==> config.mk <==
export PLATFORM = sky130hd
export DESIGN_NAME = blit_operand_extent_regs
export DESIGN_NICKNAME = d
export VERILOG_FILES = /design/src/rtl/blit_extent_pkg.sv /design/src/rtl/expand_color_mask.sv /design/src/rtl/blit_operand_extent_regs.sv
export VERILOG_INCLUDE_DIRS = /design/src /design/src/rtl
export SDC_FILE = /design/constraint.sdc
export NUM_CORES = 1
export LEC_CHECK = 0
export BUFFER_PORTS_ARGS = -buffer_cell sky130_fd_sc_hd__buf_4
export CORE_MARGIN = 1
export CORE_UTILIZATION = 58
export DETAILED_ROUTE_END_ITERATION = 8
export GPL_TIMING_DRIVEN = 1
export PLACE_DENSITY = 0.81
export SYNTH_ARGS = -nofsm -noshare
export SYNTH_HDL_FRONTEND = slang
export SYNTH_SLANG_ARGS = --single-unit
==> constraint.sdc <==
create_clock -name i_mclk -period 4.2 [get_ports i_mclk]
set_input_delay 0.84 -clock i_mclk [delete_from_list [all_inputs] [get_ports i_mclk]]
set_output_delay 0.84 -clock i_mclk [all_outputs]
set_load 0.05 [all_outputs]
==> src/rtl/blit_extent_defines.svh <==
// Offsets, field positions, masks and reset values of the operand registers
`ifndef BLIT_EXTENT_DEFINES_SVH
`define BLIT_EXTENT_DEFINES_SVH

`define PAT_BASE_OFF 23'h400014
`define SRC_BASE_OFF 23'h400018
`define DST_BASE_OFF 23'h40001C
`define DST_EXTENT_OFF 23'h400020
`define SRC_BG_OFF 23'h400024
`define ALIAS_BIT 23
`define REG_COUNT 5

`define PAT_MASK 32'h007FFFF8
`define ADDR_MASK 32'h007FFFFF
`define EXTENT_MASK 32'h1FFF1FFF
`define COLOR_MASK 32'h00FFFFFF
`define REG_RESET 32'h00000000

`define ADDR_MSB 22
`define PAT_LSB 3
`define HEIGHT_MSB 28
`define HEIGHT_LSB 16
`define WIDTH_MSB 12

`define MONO_PAT_BYTES 9'h008
`define PAT8_BYTES 9'h040
`define PAT16_BYTES 9'h080
`define PAT24_BYTES 9'h100
`define ROW24_FETCH 6'h18
`define ROW24_STRIDE 6'h20

`endif

==> src/rtl/blit_extent_pkg.sv <==
// Types shared by the operand register files
package blit_extent_pkg;
    typedef enum logic [1:0]
    {
        DEPTH_8 = 2'h0,
        DEPTH_16 = 2'h1,
        DEPTH_24 = 2'h3
    } depth_e;
endpackage

==> src/rtl/expand_color_mask.sv <==
// Color masking by configured pixel depth
`timescale 1ns/100ps
module expand_color_mask
(
    input wire logic [1:0] i_depth,
    input wire logic [23:0] i_color,
    output logic [23:0] o_color
);
    // --------------------------------
    // Depth select
    // --------------------------------
    wire is24 = (i_depth == blit_extent_pkg::DEPTH_24);
    wire is16 = (i_depth == blit_extent_pkg::DEPTH_16);
    wire [23:0] keep_mask = is24 ? 24'hFFFFFF : (is16 ? 24'h00FFFF : 24'h0000FF);
    assign o_color = i_color & keep_mask;
endmodule // expand_color_mask

==> src/rtl/blit_operand_extent_regs.sv <==
// Operand address, extent and background color registers of the block-transfer engine
//
// Contract
// - Pattern offset stored in bits 22-3
// - Reserved bits always read back zero
// - Pattern is 8x8 pixels, size by depth
// - 24bpp row fetch reads 24, skips 8
// - Frame-buffer source uses 23-bit offset
// - Host color source uses bits 2-0 only
// - Host mono source ignores source register
// - Destination holds 23-bit frame-buffer offset
// - Extent bits 28-16 give scan lines
// - Extent bits 12-0 give byte width
// - Bit 27 picks source background register
// - Background width follows configured depth
// - Two aliased offsets, word or doubleword
// - Control bit 10 selects host source
// - Control bit 12 marks mono source
// - Control bit 18 marks mono pattern
`timescale 1ns/100ps
`include "blit_extent_defines.svh"
module blit_operand_extent_regs
(
    input wire logic i_mclk,
    input wire logic i_nrst,
    input wire logic i_ce,
    input wire logic i_mem_sel,
    input wire logic i_mem_wr,
    input wire logic [23:0] i_mem_addr,
    input wire logic [3:0] i_mem_be,
    input wire logic [31:0] i_mem_wdata,
    output logic [31:0] o_mem_rdata,
    output logic o_mem_ack,
    input wire logic i_src_from_host,
    input wire logic i_src_mono,
    input wire logic i_pat_mono,
    input wire logic i_src_bg_select,
    input wire logic [1:0] i_depth,
    input wire logic [23:0] i_shared_bg,
    output logic [22:0] o_pat_offset,
    output logic [8:0] o_pat_bytes,
    output logic [5:0] o_pat_row_fetch,
    output logic [5:0] o_pat_row_stride,
    output logic [22:0] o_src_offset,
    output logic [2:0] o_src_first_byte,
    output logic o_src_addr_used,
    output logic [22:0] o_dst_offset,
    output logic [12:0] o_dst_height,
    output logic [12:0] o_dst_width,
    output logic [23:0] o_src_expand_bg,
    output logic [23:0] o_pat_expand_bg
);
    // --------------------------------
    // Register storage and decode
    // --------------------------------
    logic [31:0] regs_r [`REG_COUNT];
    logic [31:0] rdata_nxt;
    logic [31:0] rd_mask;
    logic [`REG_COUNT-1:0] hit;
    localparam logic [22:0] OFFS [`REG_COUNT] = '{`PAT_BASE_OFF, `SRC_BASE_OFF,
        `DST_BASE_OFF, `DST_EXTENT_OFF, `SRC_BG_OFF};
    localparam logic [31:0] MASKS [`REG_COUNT] = '{`PAT_MASK, `ADDR_MASK,
        `ADDR_MASK, `EXTENT_MASK, `COLOR_MASK};

    // Bit 23 of the address is not decoded, giving the alias
    genvar g;
    generate
        for (g = 0; g < `REG_COUNT; g++)
        begin : g_dec
            assign hit[g] = (i_mem_addr[`ALIAS_BIT-1:2] == OFFS[g][`ALIAS_BIT-1:2]);
        end
    endgenerate

    // Only low word, high word or whole doubleword lanes are accepted
    wire be_ok = (i_mem_be == 4'h3) || (i_mem_be == 4'hC) || (i_mem_be == 4'hF);
    wire wr_go = i_mem_sel && i_mem_wr && be_ok && !o_mem_ack;
    wire [31:0] lane_mask = {{8{i_mem_be[3]}}, {8{i_mem_be[2]}}, {8{i_mem_be[1]}},
        {8{i_mem_be[0]}}};

    always_comb
    begin
        rdata_nxt = 32'h00000000;
        rd_mask = 32'h00000000;
        for (int i = 0; i < `REG_COUNT; i++)
        begin
            if (hit[i])
            begin
                rdata_nxt = regs_r[i] & MASKS[i];
                rd_mask = MASKS[i];
            end
        end
    end

    always_ff @(posedge i_mclk or negedge i_nrst)
    begin
        if (!i_nrst)
        begin
            for (int i = 0; i < `REG_COUNT; i++)
            begin
                regs_r[i] <= `REG_RESET;
            end
        end
        else if (i_ce && wr_go)
        begin
            for (int i = 0; i < `REG_COUNT; i++)
            begin
                if (hit[i])
                begin
                    // Reserved and unselected lanes keep their stored value
                    regs_r[i] <= (regs_r[i] & ~(lane_mask & MASKS[i]))
                        | (i_mem_wdata & lane_mask & MASKS[i]);
                end
            end
        end
    end

    // --------------------------------
    // Bus answer
    // --------------------------------
    always_ff @(posedge i_mclk or negedge i_nrst)
    begin
        if (!i_nrst)
        begin
            o_mem_rdata <= 32'h00000000;
            o_mem_ack <= 1'b0;
        end
        else if (i_ce)
        begin
            o_mem_ack <= i_mem_sel && !o_mem_ack;
            o_mem_rdata <= (i_mem_sel && !i_mem_wr && !o_mem_ack) ? rdata_nxt : 32'h00000000;
        end
    end

    // --------------------------------
    // Engine-facing decode
    // --------------------------------
    wire [31:0] pat_w = regs_r[0];
    wire [31:0] src_w = regs_r[1];
    wire [31:0] dst_w = regs_r[2];
    wire [31:0] ext_w = regs_r[3];
    wire [31:0] sbg_w = regs_r[4];
    wire is24 = (i_depth == blit_extent_pkg::DEPTH_24);
    wire is16 = (i_depth == blit_extent_pkg::DEPTH_16);

    wire [8:0] pat_bytes_nxt = i_pat_mono ? `MONO_PAT_BYTES :
        (is24 ? `PAT24_BYTES : (is16 ? `PAT16_BYTES : `PAT8_BYTES));
    wire [5:0] row_fetch_nxt = i_pat_mono ? 6'h01 :
        (is24 ? `ROW24_FETCH : (is16 ? 6'h10 : 6'h08));
    wire [5:0] row_stride_nxt = is24 && !i_pat_mono ? `ROW24_STRIDE : row_fetch_nxt;

    wire host_mono = i_src_from_host && i_src_mono;
    wire [22:0] src_off_nxt = i_src_from_host ? 23'h000000 :
        src_w[`ADDR_MSB:0];
    wire [2:0] first_byte_nxt = (i_src_from_host && !i_src_mono) ? src_w[2:0] : 3'h0;
    wire used_nxt = !host_mono;

    wire [23:0] src_bg_raw = i_src_bg_select ? sbg_w[23:0] : i_shared_bg;
    wire [23:0] src_bg_nxt;
    wire [23:0] pat_bg_nxt;

    expand_color_mask u_src_mask
    (
        .i_depth(i_depth),
        .i_color(src_bg_raw),
        .o_color(src_bg_nxt)
    );

    expand_color_mask u_pat_mask
    (
        .i_depth(i_depth),
        .i_color(i_shared_bg),
        .o_color(pat_bg_nxt)
    );

    always_ff @(posedge i_mclk or negedge i_nrst)
    begin
        if (!i_nrst)
        begin
            o_pat_offset <= 23'h000000;
            o_pat_bytes <= `MONO_PAT_BYTES;
            o_pat_row_fetch <= 6'h01;
            o_pat_row_stride <= 6'h01;
            o_src_offset <= 23'h000000;
            o_src_first_byte <= 3'h0;
            o_src_addr_used <= 1'b1;
            o_dst_offset <= 23'h000000;
            o_dst_height <= 13'h0000;
            o_dst_width <= 13'h0000;
            o_src_expand_bg <= 24'h000000;
            o_pat_expand_bg <= 24'h000000;
        end
        else if (i_ce)
        begin
            o_pat_offset <= {pat_w[`ADDR_MSB:`PAT_LSB], 3'h0};
            o_pat_bytes <= pat_bytes_nxt;
            o_pat_row_fetch <= row_fetch_nxt;
            o_pat_row_stride <= row_stride_nxt;
            o_src_offset <= src_off_nxt;
            o_src_first_byte <= first_byte_nxt;
            o_src_addr_used <= used_nxt;
            o_dst_offset <= dst_w[`ADDR_MSB:0];
            o_dst_height <= ext_w[`HEIGHT_MSB:`HEIGHT_LSB];
            o_dst_width <= ext_w[`WIDTH_MSB:0];
            o_src_expand_bg <= src_bg_nxt;
            o_pat_expand_bg <= pat_bg_nxt;
        end
    end
endmodule // blit_operand_extent_regs

# After elaboration in Yosys (flattened, before gate mapping)
# Index checks and enable logic that the tools add are counted.
# W data, S select, Z words.
# op_classes
n_addsub	0
n_mul	0
div	0
magnitude_cmp	0
n_eq_ne	10
shift	0
muxes	18
bitwise_logic	17
n_reduce_logical	22
# ops
op	n
$and A32 B32 Y32	5
$eq A21 B21 Y1 const B	5
$or A32 B23 Y32	3
$mux W23	4
$mux W29	3
$not A23 Y32	2
$and A24 B24 Y24	2
$mux W24	2
$not A24 Y32	1
$not A29 Y32	1
$or A32 B24 Y32	1
$or A32 B29 Y32	1
$and A29 B29 Y29	1
$mux W9	2
$mux W16	1
$mux W5	3
$logic_and A1 B1 Y1	10
$reduce_and A2 Y1	5
$eq A4 B4 Y1 const B	2
$mux W8	1
$mux W6	1
$logic_not A1 Y1	5
$eq A4 B2 Y1 const B	1
$mux W3	1
other kinds (3)	4
# totals
register_bits	358
latchBits	0
mem_bits_rw	0
romBits	0
inputBits	95
elab_cells	86
mem_count	0

# Logic depth before layout (Yosys ltp)
# logic_depth
word_depth	7
ltp_mapped	8
ltp_nobuf	5

# Modules after synthesis
# A second synthesis with hierarchy kept.
# hier_totals
hier_cells	965
hier_area_um2	13158.9
# by_module_without_submodules
module	n_inst	cells_each	area_per_inst_um2	seq_area_each_um2
blit_operand_extent_regs	1	915	12786.0	7485.9
expand_color_mask	2	25	186.4	0.0

# Least setup slack after synthesis
# OpenSTA, ideal clock, no wires.
# synth_timing
path_type	in2reg
startpoint	input port i_mem_addr[3]
endpoint	register (tool-made name)
setup_time_ns	0.125
t_arrival_ns	2.515
slack_ns	1.560
stages	8
path_buffers	4
cell_sequence	buf_2 -> or3b_1 -> clkbuf_1 -> nor2_1 -> and3_1 -> clkbuf_1 -> buf_4 -> mux2_2
# synth_lines
element	line_no	source
from (decl)	blit_operand_extent_regs.sv:29	input wire logic [23:0] i_mem_addr,

==> metrics.md <==
| Metric | Value |
|---|---|
| Outcome | complete, no violations |
| Cell area power density | 384 nW/µm² |
| Sum Neg Setup Slack | 0 ns |
| Startpoint types | input port |
| Root Buffer | clkbuf_16 |
| Routed WL per cell | 21.7 µm |
| #FFs+latches synth | 298 |
| Routed vias/inst | 5.87 |
| Layout Area Growth over Synthesis | 25.4% |
| Cell count after synthesis | 1000 |
| R2R Setup Slk | 1.77 ns |
| Num CTS Buffers | 30 |
| Die area | 22600 µm² |
| ANT nets after route | 0 |
| GP Congestion | 0.818 |
| Clock Sink Count | 298 |
| Crit path kind | in2reg |
| Ant diodes | 0 |
| Core ar. | 21300 µm² |
| RSZ-0062 raised after global routing | false |
| Required arrival time at the worst endpoint | 4.62 ns |
| Worst IR Drop VDD | 0.343 mV |
| Max Clock Skew | 0.0108 ns |
| CP cell instances | buf_4 -> nor4_1 -> nand2_1 -> nor2_1 -> and3_1 -> mux2_2 |
| Worst-path clk slew | 0.06 ns |
| Count leader, synth | dfrtp_1 |
| Syn_area_per_cell | 12.7 µm² |
| Routed WL | 33.8 mm |
| Nets | 1354 |
| Type of the most critical hold path | in2async |
| Most frequent cells after synthesis | 295 x dfrtp_1, 190 x mux2_2, 68 x o21ai_0 |
| Slowest-stage cell, CP | and3_1 |
| Slew margin rel. | 0.425 |
| Detail Placement HPWL | 22.8 mm |
| Ys async rst share | 1.00 |
| Fin. Hold Viols | 0 |
| CP Launch Point | i_mem_addr[13] |
| Share of post-route cells with drive strength above 1 | 0.445 |
| GRT Util Overall | 0.303 |
| Largest cells by area after synthesis | dfrtp_1 58%, mux2_2 17%, o21ai_0 2.7% |
| Iteration count of the initial detailed-routing pass | 5 |
| Starting Density | 0.599 |
| Top FF cell, synth | dfrtp_1 |
| Fill cells | 1435 |
| Leak | 0.00812 µW |
| Least-Margin Pin Slew | 0.856 ns |
| Unique masters post-synth | 53 |
| Chip height | 150 µm |
| Min Clock Period, post-route | 2.98 ns |
| Global route overflow | 0 |
| IO Port Bufs | 273 |
| # rows | 53 |
| Setup violators final | 0 |
| Clock buffer depth | 3 |
| Fin. max-slew vios | 0 |
| Placed cells | 1502 |
| Post-synthesis cell area | 12700 µm² |
| Initial antenna violation count | 0 |
| CTS tree | yes |
| YS warnings | 0 |
| Htree depth | 1 |
| First-pass GRT wire length | 51.8 mm |
| Initial DRC Count | 546 |
| RR Startpoint | o_mem_ack |
| Area share of the largest cell type after synthesis | 0.579 |
| Number of remaining DRC errors | 0 |
| Post-synth EDFFs | 0 |
| Worst Reg2Reg Path Length in Cells | 5 |
| Resized Gates After CTS | 0 |
| Max Cap Violations | 0 |
| Non-Filler Instances | 1556 |
| CP peak stage delay | 0.69 ns |
| Seq/Total Area, Yosys | 0.585 |
| Largest net degree at the start of global routing | 176 |
| Vias in the first global route | 9147 |
| Area leader, netlist | dfrtp_1 |
| Clk Latency, worst-skew pair | 0.54 ns |
| Worst-path maximum fanout | 13 |
| Ports | 296 |
| Die X-Extent | 150 µm |
| FMAX | 336 MHz |
| # hold bufs at CTS | 0 |
| Setup Fix Bufs, Post-CTS | 0 |
| CP Capture Type | register |
| Worst EP arrival | 3.40 ns |
| Vias | 9134 |
| Tcrit/Tclk final | 0.709 |
[through the flow]
stage          instance area (µm²)  power, µW  setup slack (ns)  utilization  hold WS (ns)
2_1_floorplan                12800       3320              1.56            -         0.478
3_3_place_gp                 15000       3560             0.797        0.705         0.461
3_5_place_dp                 15000       3570             0.778        0.705         0.472
4_1_cts                      16000       6160              1.32        0.751         0.310
5_1_grt                      16000       6300              1.08        0.751         0.321
6_report                     16000       6130              1.22        0.751         0.280
[cell families after synthesis]
group                     count (synthesis)  share of synthesized area
DFF                                     298                      0.585
muxes                                   228                      0.202
AOI/OAI and AO/OA                       177                     0.0915
and+or+nand+nor                         174                     0.0763
buffers and inverters                   120                     0.0438
xor gates and xnor gates                  2                    0.00137
other                                     1                   0.000294
[final cells by class]
cell class | count | area (µm²) | share of cell area
Multi-Input combinational cell | 597 | 4820 | 0.302
Timing Repair Buffer | 289 | 2220 | 0.139
Sequential cell | 298 | 7460 | 0.467
Clock buffer | 44 | 895 | 0.0560
Tap cell | 275 | 344 | 0.0215
Inverter | 43 | 161 | 0.0101
Clock inverter | 10 | 77.6 | 0.00485
[worst min-delay path by stage]
stage | start | to | slack (ns) | cells after the start
6_report | i_nrst | o_dst_offset[18] | 0.28 | 1
4_1_cts | i_nrst | o_dst_height[3] | 0.31 | 1
3_5_place_dp | o_pat_row_stride[0] | o_pat_row_stride[0] | 0.47 | 2
2_1_floorplan | register | o_mem_rdata[24] | 0.48 | 1
5_1_grt | i_nrst | o_dst_offset[18] | 0.32 | 1
3_3_place_gp | o_pat_row_stride[0] | o_pat_row_stride[0] | 0.46 | 2
[cell usage in the layout (no fill, tap or decap), types with 4 or more instances in the layout]
cell type	n
a21boi_0	14
a21oi_1	14
a22o_1	14
a22oi_1	18
a31oi_1	4
buf_4	284
clkbuf_1	6
clkbuf_16	31
clkbuf_8	7
clkinv_2	8
conb_1	16
dfrtp_1	295
inv_1	42
mux2_2	190
mux2_4	10
mux2i_1	28
nand2_1	40
nand3_1	13
nand3b_1	26
nor2_1	43
o211ai_1	14
o21ai_0	68
o2bb2ai_1	20
o31ai_1	5
or2_2	15
[metal layers]
| layer | part of all wire | vias up | global-route usage |
|---|---|---|---|
| li1 | - | 4039 | - |
| met1 | 0.41 | 4671 | 0.394 |
| met2 | 0.50 | 365 | 0.513 |
| met3 | 0.070 | 59 | 0.0530 |
| met4 | 0.028 | 0 | 0.106 |
| met5 | 0 | - | 0 |
[power breakdown]
part	internal, µW	switching (µW)
Sequential	2910	23.7
Clock	1530	1080
Combinational	180	404
Total	4620	1510
[worst max-delay path: cells and delay by family]
kind,cells,cell delay (ns)
buffers and inverters,1,0.12
muxes,1,0.42
and+or+nand+nor,4,2.00
Power figures use the tool's default switching activity.
